### src/rsc_pkg.sv
// Package: constants and types for the reset source controller
package rsc_pkg;

    // Register map (plain port, byte addresses)
    localparam logic [3:0] ADDR_THRESHOLD_SEL = 4'h0;
    localparam logic [3:0] ADDR_RESET_FLAGS = 4'h1;
    localparam logic [3:0] ADDR_STATUS_FLAGS = 4'h2;
    localparam logic [3:0] ADDR_MODE_CTRL = 4'h3;

    // Threshold codes
    localparam logic [7:0] THR_CODE_LOW = 8'h55;
    localparam logic [7:0] THR_CODE_MID1 = 8'h33;
    localparam logic [7:0] THR_CODE_MID2 = 8'h99;
    localparam logic [7:0] THR_CODE_HIGH = 8'haa;
    localparam logic [7:0] THR_POR_VALUE = THR_CODE_LOW;

    // Field positions in reset_source_flags
    localparam int FLAG_SUPPLY_DROP_BIT = 2;
    localparam int FLAG_BAD_CODE_BIT = 1;
    localparam int FLAG_WDOG_CODE_BIT = 0;
    localparam logic [7:0] FLAG_IMPL_MASK = 8'h87;
    localparam int MODE_FSYS_ON_BIT = 7;
    // Field positions in status register
    localparam int STAT_TIMEOUT_BIT = 1;
    localparam int STAT_PDOWN_BIT = 0;

    // Timing
    localparam int SYS_CLK_HZ = 50_000_000;
    localparam int SYS_CLK_NS = 20;
    localparam int DROP_QUALIFY_TIME_NS = 100;
    localparam int DROP_QUALIFY_CYCLES =
        (DROP_QUALIFY_TIME_NS + SYS_CLK_NS - 1) / SYS_CLK_NS;
    // Third synced rise falls 2 to 3 slow periods after the code goes bad
    localparam int BAD_CODE_SLOW_EDGES = 3;
    localparam int RESET_PULSE_CYCLES = 4;
    localparam logic [7:0] PORT_POR_VALUE = 8'hff;
    localparam logic [7:0] PC_RESET_VALUE = 8'h00;

    typedef enum logic [1:0]
    {
        RSC_MODE_NORMAL,
        RSC_MODE_SLOW,
        RSC_MODE_IDLE,
        RSC_MODE_SLEEP
    } rsc_mode_type;

    typedef struct packed
    {
        logic device_reset;
        logic core_restart;
        logic port_preset;
    } rsc_reset_out_type;

    typedef struct packed
    {
        logic [3:0] addr;
        logic [7:0] wdata;
        logic wr;
        logic rd;
    } rsc_bus_req_type;

    function automatic logic rsc_code_valid(input logic [7:0] code);
        return (code == THR_CODE_LOW) || (code == THR_CODE_MID1)
            || (code == THR_CODE_MID2) || (code == THR_CODE_HIGH);
    endfunction : rsc_code_valid

endpackage : rsc_pkg

### src/rsc_reset_source_controller.sv
// Module: reset source combiner with sticky reset-cause flags
//
// Chosen here: strobed register access and the placing of the registers.
`timescale 1ns/100ps
//
// Function
// RULE1: After power-on, core restarts at address zero with registers preset.
// RULE2: Port data and direction registers power up all ones (inputs).
// RULE3: Supply-drop reset is always enabled; software cannot disable it.
// RULE4: Qualified low supply resets the device and sets supply-drop flag.
// RULE5: Low-supply pulses not exceeding qualify time are ignored.
// RULE6: Threshold select accepts only 0x55, 0x33, 0x99, 0xaa.
// RULE7: Invalid threshold code resets after 2-3 slow oscillator cycles.
// RULE8: Invalid-code reset sets the bad threshold code flag.
// RULE9: Invalid-code reset reloads threshold select with power-on value.
// RULE10: Genuine low-supply reset keeps threshold select contents.
// RULE11: Supply-drop reset is disabled during power-down mode.
// RULE12: Bad code flag survives resets; only software write clears it.
// RULE13: Watchdog time-out in run mode resets like supply drop, sets timeout.
// RULE14: Watchdog time-out in sleep/idle clears only PC and SP, sets flag.
// RULE15: Timeout/power-down flags: POR 0,0; drop unchanged; wdog 1,u or 1,1.
// RULE16: Supply-drop flag stays set until software writes zero.
// RULE17: Code check runs from slow oscillator; reset held until delay ends.
// RULE18: Unimplemented flag bits read zero and ignore writes.
module rsc_reset_source_controller
    import rsc_pkg::*;
(
    // Clock and power-on reset
    input wire logic sys_clk,
    input wire logic sys_rst,
    // Register port
    input wire logic [3:0] reg_addr,
    input wire logic [7:0] reg_wdata,
    input wire logic reg_wr,
    input wire logic reg_rd,
    output logic [7:0] reg_rdata,
    // Sources
    input wire logic supply_low,
    input wire logic slow_internal_osc,
    input wire logic watchdog_timeout,
    input wire logic watchdog_code_bad,
    input wire rsc_mode_type cpu_mode,
    // Reset outputs
    output rsc_reset_out_type reset_out,
    output logic pc_sp_clear,
    output logic [7:0] port_data_preset,
    output logic [7:0] port_dir_preset,
    output logic [7:0] threshold_select,
    output logic watchdog_timeout_flag,
    output logic power_down_flag
);

    ////////////////////////////////////////////////////////////////////////
    logic power_down;
    logic [7:0] thr_reg;
    logic supply_drop_flag_reg;
    logic bad_threshold_code_flag_reg;
    logic wdog_code_flag_reg;
    logic fsys_on_reg;
    logic timeout_reg;
    logic pdown_reg;
    logic [7:0] drop_cnt_reg;
    logic drop_event;
    logic osc_s1_reg;
    logic osc_s2_reg;
    logic osc_prev_reg;
    logic osc_rise;
    logic [1:0] bad_cnt_reg;
    logic bad_event;
    logic wdog_run_event;
    logic wdog_halt_event;
    logic [2:0] pulse_cnt_reg;
    logic reset_active;
    logic rst_bus_wr;
    logic [7:0] rdata_next;

    assign power_down = (cpu_mode == RSC_MODE_IDLE)
        || (cpu_mode == RSC_MODE_SLEEP);
    assign rst_bus_wr = reg_wr && !reset_active;

    ////////////////////////////////////////////////////////////////////////
    // Supply-drop qualification; no software enable exists
    always_ff @(posedge sys_clk or posedge sys_rst)
    begin
        if (sys_rst)
            drop_cnt_reg <= 8'h00;
        else if (!supply_low || power_down) // RULE11
            drop_cnt_reg <= 8'h00;
        else if (drop_cnt_reg <= 8'(DROP_QUALIFY_CYCLES))
            drop_cnt_reg <= drop_cnt_reg + 8'h01; // RULE5
    end

    // Fires once, when the low level has outlasted the qualify time
    assign drop_event = (drop_cnt_reg == 8'(DROP_QUALIFY_CYCLES)); // RULE3

    ////////////////////////////////////////////////////////////////////////
    // Slow oscillator is sampled; the second stage and its delayed copy (third stage) feed edge logic
    always_ff @(posedge sys_clk or posedge sys_rst)
    begin
        if (sys_rst)
        begin
            osc_s1_reg <= 1'b0;
            osc_s2_reg <= 1'b0;
            osc_prev_reg <= 1'b0;
        end
        else
        begin
            osc_s1_reg <= slow_internal_osc;
            osc_s2_reg <= osc_s1_reg;
            osc_prev_reg <= osc_s2_reg;
        end
    end

    assign osc_rise = osc_s2_reg && !osc_prev_reg;

    // Count slow edges while the code stays invalid
    always_ff @(posedge sys_clk or posedge sys_rst)
    begin
        if (sys_rst)
            bad_cnt_reg <= 2'h0;
        else if (rsc_code_valid(thr_reg)) // RULE6
            bad_cnt_reg <= 2'h0;
        else if (osc_rise && bad_cnt_reg < 2'(BAD_CODE_SLOW_EDGES))
            bad_cnt_reg <= bad_cnt_reg + 2'h1; // RULE17
    end

    assign bad_event = osc_rise
        && (bad_cnt_reg == 2'(BAD_CODE_SLOW_EDGES - 1)); // RULE7

    assign wdog_run_event = watchdog_timeout && !power_down;
    assign wdog_halt_event = watchdog_timeout && power_down;

    ////////////////////////////////////////////////////////////////////////
    // Reset pulse generation
    always_ff @(posedge sys_clk or posedge sys_rst)
    begin
        if (sys_rst)
            pulse_cnt_reg <= 3'(RESET_PULSE_CYCLES);
        else if (drop_event || bad_event || wdog_run_event // RULE13
                 || watchdog_code_bad)
            pulse_cnt_reg <= 3'(RESET_PULSE_CYCLES); // RULE4
        else if (pulse_cnt_reg != 3'h0)
            pulse_cnt_reg <= pulse_cnt_reg - 3'h1;
    end

    assign reset_active = (pulse_cnt_reg != 3'h0);

    always_ff @(posedge sys_clk or posedge sys_rst)
    begin
        if (sys_rst)
        begin
            reset_out <= '{device_reset: 1'b1, core_restart: 1'b1,
                           port_preset: 1'b1}; // RULE1
            pc_sp_clear <= 1'b1;
            port_data_preset <= PORT_POR_VALUE; // RULE2
            port_dir_preset <= PORT_POR_VALUE; // RULE2
        end
        else
        begin
            reset_out.device_reset <= reset_active;
            reset_out.core_restart <= reset_active;
            reset_out.port_preset <= reset_active;
            pc_sp_clear <= reset_active || wdog_halt_event; // RULE14
            port_data_preset <= PORT_POR_VALUE;
            port_dir_preset <= PORT_POR_VALUE;
        end
    end

    ////////////////////////////////////////////////////////////////////////
    // Threshold select register
    always_ff @(posedge sys_clk or posedge sys_rst)
    begin
        if (sys_rst)
            thr_reg <= THR_POR_VALUE;
        else if (bad_event)
            thr_reg <= THR_POR_VALUE; // RULE9
        else if (rst_bus_wr && reg_addr == ADDR_THRESHOLD_SEL)
            thr_reg <= reg_wdata; // RULE10
    end

    assign threshold_select = thr_reg;

    ////////////////////////////////////////////////////////////////////////
    // Sticky cause flags: hardware set wins over a software clear
    always_ff @(posedge sys_clk or posedge sys_rst)
    begin
        if (sys_rst)
        begin
            supply_drop_flag_reg <= 1'b0;
            bad_threshold_code_flag_reg <= 1'b0;
            wdog_code_flag_reg <= 1'b0;
            fsys_on_reg <= 1'b0;
        end
        else
        begin
            if (drop_event)
                supply_drop_flag_reg <= 1'b1; // RULE4
            else if (reg_wr && reg_addr == ADDR_RESET_FLAGS)
                supply_drop_flag_reg <=
                    reg_wdata[FLAG_SUPPLY_DROP_BIT]; // RULE16
            if (bad_event)
                bad_threshold_code_flag_reg <= 1'b1; // RULE8
            else if (reg_wr && reg_addr == ADDR_RESET_FLAGS)
                bad_threshold_code_flag_reg <=
                    reg_wdata[FLAG_BAD_CODE_BIT]; // RULE12
            if (watchdog_code_bad)
                wdog_code_flag_reg <= 1'b1;
            else if (reg_wr && reg_addr == ADDR_RESET_FLAGS)
                wdog_code_flag_reg <= reg_wdata[FLAG_WDOG_CODE_BIT];
            if (reg_wr && reg_addr == ADDR_RESET_FLAGS)
                fsys_on_reg <= reg_wdata[MODE_FSYS_ON_BIT];
        end
    end

    // Timeout and power-down status flags
    always_ff @(posedge sys_clk or posedge sys_rst)
    begin
        if (sys_rst)
        begin
            timeout_reg <= 1'b0; // RULE15
            pdown_reg <= 1'b0;
        end
        else if (watchdog_timeout)
        begin
            timeout_reg <= 1'b1; // RULE13
            if (power_down)
                pdown_reg <= 1'b1; // RULE15
        end
        else if (reg_wr && reg_addr == ADDR_STATUS_FLAGS)
        begin
            timeout_reg <= reg_wdata[STAT_TIMEOUT_BIT];
            pdown_reg <= reg_wdata[STAT_PDOWN_BIT];
        end
    end

    assign watchdog_timeout_flag = timeout_reg;
    assign power_down_flag = pdown_reg;

    ////////////////////////////////////////////////////////////////////////
    // Read port
    always_comb
    begin
        rdata_next = 8'h00;
        unique case (reg_addr)
            ADDR_THRESHOLD_SEL: rdata_next = thr_reg;
            ADDR_RESET_FLAGS:
            begin
                rdata_next[MODE_FSYS_ON_BIT] = fsys_on_reg;
                rdata_next[FLAG_SUPPLY_DROP_BIT] = supply_drop_flag_reg;
                rdata_next[FLAG_BAD_CODE_BIT] = bad_threshold_code_flag_reg;
                rdata_next[FLAG_WDOG_CODE_BIT] = wdog_code_flag_reg;
                rdata_next = rdata_next & FLAG_IMPL_MASK; // RULE18
            end
            ADDR_STATUS_FLAGS:
            begin
                rdata_next[STAT_TIMEOUT_BIT] = timeout_reg;
                rdata_next[STAT_PDOWN_BIT] = pdown_reg;
            end
            default: rdata_next = 8'h00;
        endcase
    end

    always_ff @(posedge sys_clk or posedge sys_rst)
    begin
        if (sys_rst)
            reg_rdata <= 8'h00;
        else if (reg_rd)
            reg_rdata <= rdata_next;
        else
            reg_rdata <= 8'h00;
    end

    ////////////////////////////////////////////////////////////////////////
    // Checks
    AST_DROP_SETS_FLAG: assert property ( // RULE4
        @(posedge sys_clk) disable iff (sys_rst)
        drop_event |=> supply_drop_flag_reg && reset_active)
        else $error("Qualified drop did not set flag and reset");

    AST_SHORT_DIP_IGNORED: assert property ( // RULE5
        @(posedge sys_clk) disable iff (sys_rst)
        !supply_low |=> !drop_event)
        else $error("Drop event without sustained low supply");

    AST_NO_DROP_IN_PDOWN: assert property ( // RULE11
        @(posedge sys_clk) disable iff (sys_rst)
        power_down |=> drop_cnt_reg == 8'h00)
        else $error("Drop qualifier ran in power-down");

    AST_BAD_CODE_RELOAD: assert property ( // RULE9
        @(posedge sys_clk) disable iff (sys_rst)
        bad_event |=> thr_reg == THR_POR_VALUE
            && bad_threshold_code_flag_reg && reset_active)
        else $error("Invalid code reset did not reload and flag");

    AST_BAD_CODE_DELAY: assert property ( // RULE17
        @(posedge sys_clk) disable iff (sys_rst)
        $fell(rsc_code_valid(thr_reg)) |-> bad_cnt_reg == 2'h0 && !bad_event)
        else $error("Invalid-code delay did not start from zero");

    AST_FLAG_STICKY: assert property ( // RULE12
        @(posedge sys_clk) disable iff (sys_rst)
        bad_threshold_code_flag_reg
            && !(reg_wr && reg_addr == ADDR_RESET_FLAGS)
            |=> bad_threshold_code_flag_reg)
        else $error("Bad code flag cleared without write");

    AST_DROP_FLAG_STICKY: assert property ( // RULE16
        @(posedge sys_clk) disable iff (sys_rst)
        supply_drop_flag_reg && !(reg_wr && reg_addr == ADDR_RESET_FLAGS)
            |=> supply_drop_flag_reg)
        else $error("Drop flag cleared without write");

    AST_WDOG_RUN_RESET: assert property ( // RULE13
        @(posedge sys_clk) disable iff (sys_rst)
        wdog_run_event |=> timeout_reg && reset_active
            ##1 reset_out.device_reset)
        else $error("Run-mode time-out did not reset");

    AST_WDOG_HALT: assert property ( // RULE14
        @(posedge sys_clk) disable iff (sys_rst)
        wdog_halt_event |=> pc_sp_clear && timeout_reg && pdown_reg)
        else $error("Halt time-out did not clear PC and SP");

    AST_HALT_NO_RESET: assert property ( // RULE14
        @(posedge sys_clk) disable iff (sys_rst)
        wdog_halt_event && !reset_active && !drop_event && !bad_event
            && !watchdog_code_bad |=> !reset_active)
        else $error("Halt time-out raised a device reset");

    AST_WDOG_RUN_PDF: assert property ( // RULE15
        @(posedge sys_clk) disable iff (sys_rst)
        wdog_run_event |=> pdown_reg == $past(pdown_reg))
        else $error("Run-mode time-out changed power-down flag");

    AST_THR_KEPT_ON_DROP: assert property ( // RULE10
        @(posedge sys_clk) disable iff (sys_rst)
        drop_event && !rst_bus_wr && !bad_event
            |=> thr_reg == $past(thr_reg))
        else $error("Supply-drop reset changed threshold select");

    COV_DROP: cover property (@(posedge sys_clk) drop_event);
    COV_BAD_CODE: cover property (@(posedge sys_clk) bad_event);
    COV_WDOG_RUN: cover property (@(posedge sys_clk) wdog_run_event);
    COV_WDOG_HALT: cover property (@(posedge sys_clk) wdog_halt_event);
    COV_WDOG_IDLE: cover property (@(posedge sys_clk)
        wdog_halt_event && cpu_mode == RSC_MODE_IDLE);

endmodule : rsc_reset_source_controller

### config.mk
export PLATFORM = sky130hd
export DESIGN_NAME = rsc_reset_source_controller
export DESIGN_NICKNAME = d
export VERILOG_FILES = /design/src/rsc_pkg.sv /design/src/rsc_reset_source_controller.sv
export SDC_FILE = /design/constraint.sdc
export NUM_CORES = 1
export LEC_CHECK = 0
export BUFFER_PORTS_ARGS = -buffer_cell sky130_fd_sc_hd__buf_2
export CAP_MARGIN = 20
export CORE_MARGIN = 2
export CORE_UTILIZATION = 35
export DETAILED_ROUTE_END_ITERATION = 10
export SLEW_MARGIN = 30
export SYNTH_ARGS = -nofsm -noshare
export SYNTH_HDL_FRONTEND = slang
export SYNTH_SLANG_ARGS = --single-unit
### constraint.sdc
create_clock -name sys_clk -period 1.5 [get_ports sys_clk]
set_input_delay 0.225 -clock sys_clk [delete_from_list [all_inputs] [get_ports sys_clk]]
set_output_delay 0.225 -clock sys_clk [all_outputs]
set_load 0.05 [all_outputs]
Word-level counts from Yosys, hierarchy flattened
Cells that the tools add are included.
{ "totals": {"reg_bits": 40, "wordCells": 87} }
{ "op_classes": {"n_addsub": 3, "order_cmp": 2, "n_eq_ne": 11, "n_mux": 22, "reduce_logical": 33} }
{ "ops": {"columns": ["cell", "n"], "rows": [
  ["8-bit two-way mux", 5],
  ["8-bit equality test, second input constant", 2],
  ["2-bit nonzero test", 8],
  ["6-bit one-hot mux with 2 select lines", 1],
  ["1-bit two-way mux", 11],
  ["1-bit logical AND", 9],
  ["1-bit logical OR", 9],
  ["8-bit by 1-bit adder with 8-bit output, second input constant", 1],
  ["8-bit by 3-bit equality test with 1-bit output, second input constant", 1],
  ["8-bit by 6-bit equality test with 1-bit output, second input constant", 1],
  ["8-bit by 7-bit equality test with 1-bit output, second input constant", 1],
  ["8-bit by 3-bit less-or-equal comparator with 1-bit output, second input constant", 1],
  ["2-bit equality test, second input constant", 3],
  ["3-bit two-way mux", 2],
  ["2-bit one-hot mux with 3 select lines", 1],
  ["4-bit by 1-bit equality test with 1-bit output, second input constant", 1],
  ["4-bit by 2-bit equality test with 1-bit output, second input constant", 1],
  ["1-bit zero test", 4],
  ["4-bit zero test", 1],
  ["2-bit two-way mux", 2],
  ["3-bit nonzero test", 1],
  ["3-bit by 1-bit subtractor with 3-bit output, second input constant", 1],
  ["2-bit by 1-bit adder with 2-bit output, second input constant", 1],
  ["2-bit less-than comparator, second input constant", 1],
  ["other kinds (2)", 2]
]} }

Logic depth before layout (Yosys ltp)
Gate-level depths: netlist (run 1).
{ "depth": {"word_depth": 7, "ltp_mapped": 6, "ltp_nobuf": 5} }

Least setup slack after synthesis (run 1)
No wires, ideal clock.
{ "synth_timing": {"path_type": "register -> register", "startpoint": "register drop_cnt_reg[0]", "endpoint": "register drop_cnt_reg[0]", "arrival_time_ps": 1390, "t_required_ps": 1421, "slack_ps": 30, "path_stages_with_launch": 5, "path_cell_list": "dfrtp_1 ha_1 or3b_2 nand3_1 mux2i_1"} }
{ "synth_between": {"elab_chain_len": 3, "elab_cells_between_ends": 5, "cone_classes": "add/sub (1); order compare (1); mux (2); reduce/logical (1)"} }
{ "synth_lines": {"columns": ["item", "line_no", "source"], "rows": [
  ["start: declaration", "rsc_reset_source_controller.sv:62", "logic [7:0] drop_cnt_reg;"],
  ["start signal: assignment", "rsc_reset_source_controller.sv:90", "drop_cnt_reg <= drop_cnt_reg + 8'h01;"],
  ["8-bit by 1-bit adder with 8-bit output", "rsc_reset_source_controller.sv:90", null],
  ["8-bit two-way mux", "rsc_reset_source_controller.sv:89", "else if (drop_cnt_reg <= 8'(DROP_QUALIFY_CYCLES))"],
  ["8-bit two-way mux", "rsc_reset_source_controller.sv:87", "else if (!supply_low || power_down)"]
]} }
Several ways; a longest one is shown, not always the timed one. The select of a mux whose other input is x is not followed.
A chain may end at the register's enable or synchronous reset.

Worst setup path after layout (run 1)
{ "layout_timing": {"startpoint": "register drop_cnt_reg[0]", "endpoint": "register drop_cnt_reg[2]"} }
The elaborated chain is that of the path after synthesis.

==> results.ini, run 1 <==
[outcome]
status=completed

[placed_design]
place_worst_setup_slack_ps=-57.9
placed_cell_area_um2=2360
numPortBuffers=42
dpl.cell_count=310
dp_hpwl_um=3000
place_congestion=0.749

[layout]
diodes=0
final_common_cell=buf_2
layoutNonFillerInstCount=320
nFillCells=588
final_cell_mix=buf_2 (42), dfrtp_1 (33), conb_1 (16)
drive_above_1_share_pct=32.2
layout.nets=273
area_growth_pct=19.2
finalInstanceArea_um2=2490

[synthesis]
seq_area_frac_synth_pct=48.3
synthTopCellsByArea=dfrtp_1 (39%), dfstp_2 (8.8%), buf_4 (6.5%)
netlist_area_um2=2090
yosysWarnings=0
netlist_instances=192
syn_avg_cell_area_um2=10.9
ys_seq_elements=40
ys.flop_type=dfrtp_1
async_reset_ff_share_pct=100
synth_area_leader_cell=dfrtp_1
synth_edf_count=0
ys_types=52
synth_top_area_share_pct=39.5

[power_and_ir_drop]
power_density_nw_per_um2=1340
max-vdd-ir-drop_mv=0.656
p_leak_nw=1.22

[detailed_routing]
drc=0
drt_iter0_markers=74
avgRoutedWirePerCell_um=12.8
routed_wl_um=4090
dr_total_vias=1525
viasPerCell=4.77
drt-pass1-iter-count=4
antenna_left=0

[die]
io_pins=60
row_count=28
die_w_um=81.3
fp.dieH_um=81.3
start_util_pct=35.8
core_area_um2=5850
die_area_um2=6610

[timing]
fin_crit_ps=1420
rsz0062_at_grt=yes
finalHoldViolations=0
clock_skew_ps=7.73
fmax_ghz=0.703
slew_violations=0
timing.final.crit_share_pct=94.9
setup_ws_ps=77.1
setup_viol=0

[global_routing]
grt_max_degree=41
grt_overflow=0
antenna_found_initial=0
grt_use_total_pct=13.7
grt_pass1_vias=1431
grt_first_pass_wirelength_um=6930

[setup_path]
end_kind=register
crit_fanout=4
cp_top_family=simple AND/OR/NAND/NOR gates
worst_path_max_delay_cell=or3b_4
cp.required_ps=1720
path_cells=ha_1, or3b_4, nand4_1, mux2i_1
cpPeakStageDelay_ps=420
crit_type=register to register
critPathArrivalTime_ps=1640
cp-start-kind=register
path_buf_inv=0

[clock_network]
cts_tree=yes
clock_latency_ps=290
clk_pin_slew_ps=80
cts_buffers=5
cts.sink_count=40
clockBufferDepth=2
cts_root_buf=clkbuf_8
cts_max_level=2

[run]
drv_cap=0

[hold_path]
holdCritPathClass=primary input to register

cell families (layout without fill, tap and decap cells):
| group | Yosys count | after routing | synth area share (%) |
|---|---|---|---|
| AOI/OAI and AO/OA | 32 | 32 | 10.6 |
| xor gates and xnor gates | 4 | 4 | 1.67 |
| other | 1 | 16 | 0.179 |
| and+or+nand+nor | 65 | 65 | 20.0 |
| buffers and inverters | 33 | 71 | 9.93 |
| adders and majority gates | 7 | 7 | 4.19 |
| muxes | 10 | 10 | 5.08 |
| DFF | 40 | 40 | 48.3 |
report_power, final:
part | total [W] | internal (W) | switching [W]
sequential | 0.00146 | 0.00129 | 0.000170
combinational | 0.00114 | 0.000364 | 0.000778
clock | 0.000746 | 0.000367 | 0.000379
layer usage:
layer	part of all wire, %	vias up	routed length (µm)	GRT usage [%]
li1	-	746	-	-
met1	46	732	1870	17.3
met2	47	38	1940	22.4
met3	4.8	9	198	3.44
met4	2.1	0	84	5.76
met5	0	-	0	0
path summary, 6_finish.rpt:
check	slack, ps	startpoint	endpoint	cells past startpoint
min in group asynchronous	510	sys_rst	threshold_select[7]$_DFFE_PP0P_	4
max reg2reg	80	drop_cnt_reg[0]$_DFFE_PP0P_	drop_cnt_reg[2]$_DFFE_PP0P_	4
min	40	slow_internal_osc	osc_s1_reg$_DFF_PP0_	1
max	80	drop_cnt_reg[0]$_DFFE_PP0P_	drop_cnt_reg[2]$_DFFE_PP0P_	4
max in group asynchronous	710	sys_rst	threshold_select[0]$_DFFE_PP1P_	4
min reg2reg	350	osc_s1_reg$_DFF_PP0_	osc_s2_reg$_DFF_PP0_	0
cell type report:
| cell class | instances | area, µm² | area share [%] |
|---|---|---|---|
| clock buffers | 6 | 82.6 | 3.31 |
| clock inverters | 2 | 10.0 | 0.401 |
| inverters | 10 | 37.5 | 1.51 |
| multi-input cells | 134 | 952 | 38.2 |
| flip-flops and latches | 40 | 1010 | 40.5 |
| well taps | 75 | 93.8 | 3.76 |
| repair buffers | 53 | 308 | 12.3 |
through the flow:
step | utilization, % | total power [W] | hold WS, ps | setup TNS [ps]
after global routing | 42.6 | 0.00355 | 40.6 | -31.0
after floorplan | - | 0.00238 | 256 | 0
after detailed placement | 40.4 | 0.00262 | 297 | -108
final | 42.6 | 0.00334 | 36.8 | 0
after CTS | 42.4 | 0.00337 | 30.8 | 0
after global placement | 40.4 | 0.00260 | 299 | -35.0
worst register-to-register path, stage by stage, from the launching register on:
cell and delay, ps:
dfrtp_1 410, ha_1 220, or3b_4 420, nand4_1 120
mux2i_1 180
synth_stat cells, types with 3 or more instances:
library cell,count
mux2i_1,8
and3_1,4
nand3b_1,4
nor2_1,6
a21oi_1,6
ha_1,7
dfstp_2,7
nand4_1,3
and2_1,8
nand3_1,10
inv_1,10
nand2_1,10
buf_4,18
o21ai_0,10
nor3_1,3
dfrtp_1,33
nand2b_1,3
timing repair:
action	4_1_cts	5_1_grt
pin swaps	0	1
buffers inserted	0	1
setup endpoints to repair	3	4
hold endpoints to repair	33	0
hold buffers	1	0
gates cloned	0	0
gates resized for setup	3	2
No activity file was read; power rests on OpenSTA's default activity.
==> run 2, diff against run 1 <==
--- a/config.mk
+++ b/config.mk
@@ -10,6 +10,7 @@
 export CORE_MARGIN = 2
 export CORE_UTILIZATION = 35
 export DETAILED_ROUTE_END_ITERATION = 10
+export REMOVE_ABC_BUFFERS = 1
 export SLEW_MARGIN = 30
 export SYNTH_ARGS = -nofsm -noshare
 export SYNTH_HDL_FRONTEND = slang
==> results.ini, run 2 (synthesized netlist as in run 1, its figures left out) <==
[clock_network]
clk_pin_slew_ps=70  ; was 80 ps
cts.sink_count=40  ; unchanged
clockBufferDepth=2  ; unchanged
cts_root_buf=clkbuf_8  ; unchanged
clock_latency_ps=290  ; about the same
cts_buffers=5  ; unchanged
hold_buffers=0  ; was 1
cts_max_level=2  ; unchanged
cts_tree=yes  ; unchanged
post_cts_buffers=0  ; unchanged

[setup_path]
cp-start-kind=register  ; unchanged
critPathArrivalTime_ps=1650  ; was 1640 ps
cp.required_ps=1710  ; was 1720 ps
crit_type=register to register  ; unchanged
end_kind=register  ; unchanged
reg2reg_depth=4  ; unchanged
crit_fanout=4  ; unchanged

[power_and_ir_drop]
power_density_nw_per_um2=1370  ; was 1340 nW/µm²
max-vdd-ir-drop_mv=0.635  ; was 0.656 mV
seqPwrFrac_pct=43.3  ; was 43.5%
power.share.clock_pct=22.1  ; was 22.3%
total_power_w=0.00337  ; was 0.00334 W
internal_power_w=0.00203  ; was 0.00202 W
p_comb_share_pct=34.7  ; was 34.2%
switching_share_pct=39.8  ; was 39.7%
p_leak_nw=1.21  ; was 1.22 nW
p_sw_w=0.00134  ; was 0.00133 W

[detailed_routing]
antenna_left=0  ; unchanged
viasPerCell=4.76  ; was 4.77
drt_iter0_markers=63  ; was 74
drt-pass1-iter-count=4  ; unchanged
drc=0  ; unchanged
dr_total_vias=1519  ; was 1,525
avgRoutedWirePerCell_um=13.1  ; was 12.8 µm
routed_wl_um=4190  ; was 4090 µm

[die]
core_area_um2=5850  ; unchanged
fp.dieH_um=81.3  ; unchanged
die_w_um=81.3  ; unchanged
row_count=28  ; unchanged
die_area_um2=6610  ; unchanged
io_pins=60  ; unchanged
start_util_pct=35.8  ; unchanged

[layout]
final_common_cell=buf_2  ; unchanged
finalInstanceArea_um2=2460  ; was 2490 µm²
final_cell_mix=buf_2 (42), dfrtp_1 (33), conb_1 (16)  ; unchanged
area_growth_pct=17.8  ; was 19.2%
layout.nets=272  ; was 273
drive_above_1_share_pct=32.8  ; was 32.2%
diodes=0  ; unchanged

[placed_design]
dp_hpwl_um=3080  ; was 3000 µm
place_congestion=0.766  ; was 0.749
place_worst_setup_slack_ps=-78.7  ; was -57.9 ps
placed_cell_area_um2=2360  ; about the same
numPortBuffers=42  ; unchanged

[run]
drv_cap=0  ; unchanged

[timing]
whs_ps=36.5  ; was 36.8 ps
final.setup.tns_ps=0  ; unchanged
relSlewSlack_pct=66.1
timing.final.crit_share_pct=96.0  ; was 94.9%
setup_ws_ps=59.9  ; was 77.1 ps
slew_violations=0  ; unchanged
rsz0062_at_grt=no  ; was yes
clock_skew_ps=8.22  ; was 7.73 ps
fin_crit_ps=1440  ; was 1420 ps
finalHoldViolations=0  ; unchanged
worst_pin_slew_ps=509
setup_viol=0  ; unchanged
fmax_ghz=0.694  ; was 0.703 GHz

[global_routing]
grt_pass1_vias=1552  ; was 1,431
grt_use_total_pct=13.8  ; was 13.7%
grt_util_met2_pct=23.9  ; was 22.4%
grt_max_degree=41  ; unchanged
grt_first_pass_wirelength_um=6960  ; was 6930 µm
met1_usage_pct=16.1  ; was 17.3%
grt_overflow=0  ; unchanged
antenna_found_initial=0  ; unchanged
grt-busiest-layer=met2  ; unchanged
use_met3_pct=3.67  ; was 3.44%

[outcome]
status=completed  ; unchanged

[hold_path]
holdPathStages=1  ; unchanged
holdCritPathClass=primary input to register  ; unchanged

-- run 2: cell types whose count changed in the layout (fill, tap and decap cells not counted), sizes merged --
cell	before	now
dlygate4sd3	1	0
-- run 2: power by group through the flow --
stage | Sequential [W] | Clock (W) | Combinational, W
2_1_floorplan | 0.00181 | 0 | 0.000514
3_3_place_gp | 0.00148 | 0 | 0.00113
5_1_grt | 0.00149 | 0.000825 | 0.00127
4_1_cts | 0.00146 | 0.000772 | 0.00115
6_report | 0.00146 | 0.000743 | 0.00117
3_5_place_dp | 0.00148 | 0 | 0.00114
-- run 2: timing repair --
| action | in CTS | in global routing |
|---|---|---|
| endpoints found under the setup margin | 3 | 3 |
| pin swaps | 1 | 0 |
| resized for setup | 2 | 2 |
| gates cloned | 0 | 0 |
-- run 2: final cells by class --
type | count | area, µm²
Timing Repair Buffer | 52 | 285
Multi-Input combinational cell | 134 | 945
Inverter | 10 | 37.5
Fill cell | 586 | 3390
Tap cell | 75 | 93.8
Sequential cell | 40 | 1010
Clock buffer | 6 | 82.6
Clock inverter | 2 | 10.0
-- run 2: through the flow --
stage,util (%),std cells
4_1_cts,42.0,319
3_5_place_dp,40.3,311
5_1_grt,42.1,319
3_3_place_gp,40.3,311
6_report,42.1,319
2_1_floorplan,-,184
-- run 2: path summary, 6_finish.rpt --
path	startpoint	end	slack [ps]
worst max-delay path	drop_cnt_reg[0]$_DFFE_PP0P_	drop_cnt_reg[0]$_DFFE_PP0P_	60
min in group asynchronous	sys_rst	fsys_on_reg$_DFFE_PP0P_	50
worst min-delay path	slow_internal_osc	osc_s1_reg$_DFF_PP0_	40
max in group asynchronous	sys_rst	reset_out[0]$_DFF_PP1_	1090
worst max register to register	drop_cnt_reg[0]$_DFFE_PP0P_	drop_cnt_reg[0]$_DFFE_PP0P_	60
worst min register to register	osc_s1_reg$_DFF_PP0_	osc_s2_reg$_DFF_PP0_	370
-- run 2: routing by layer --
| layer | routed length [µm] | vias to the layer above |
|---|---|---|
| met5 | 0 | - |
| met4 | 61 | 0 |
| met3 | 269 | 7 |
| met2 | 2030 | 49 |
| met1 | 1840 | 717 |
| li1 | - | 746 |
-- run 2: critical path, cell delays in order, from the launching register on --
cell     delay [ps]
dfrtp_1         420
ha_1            230
or3b_4          400
nand3_2         120
mux2i_1         190
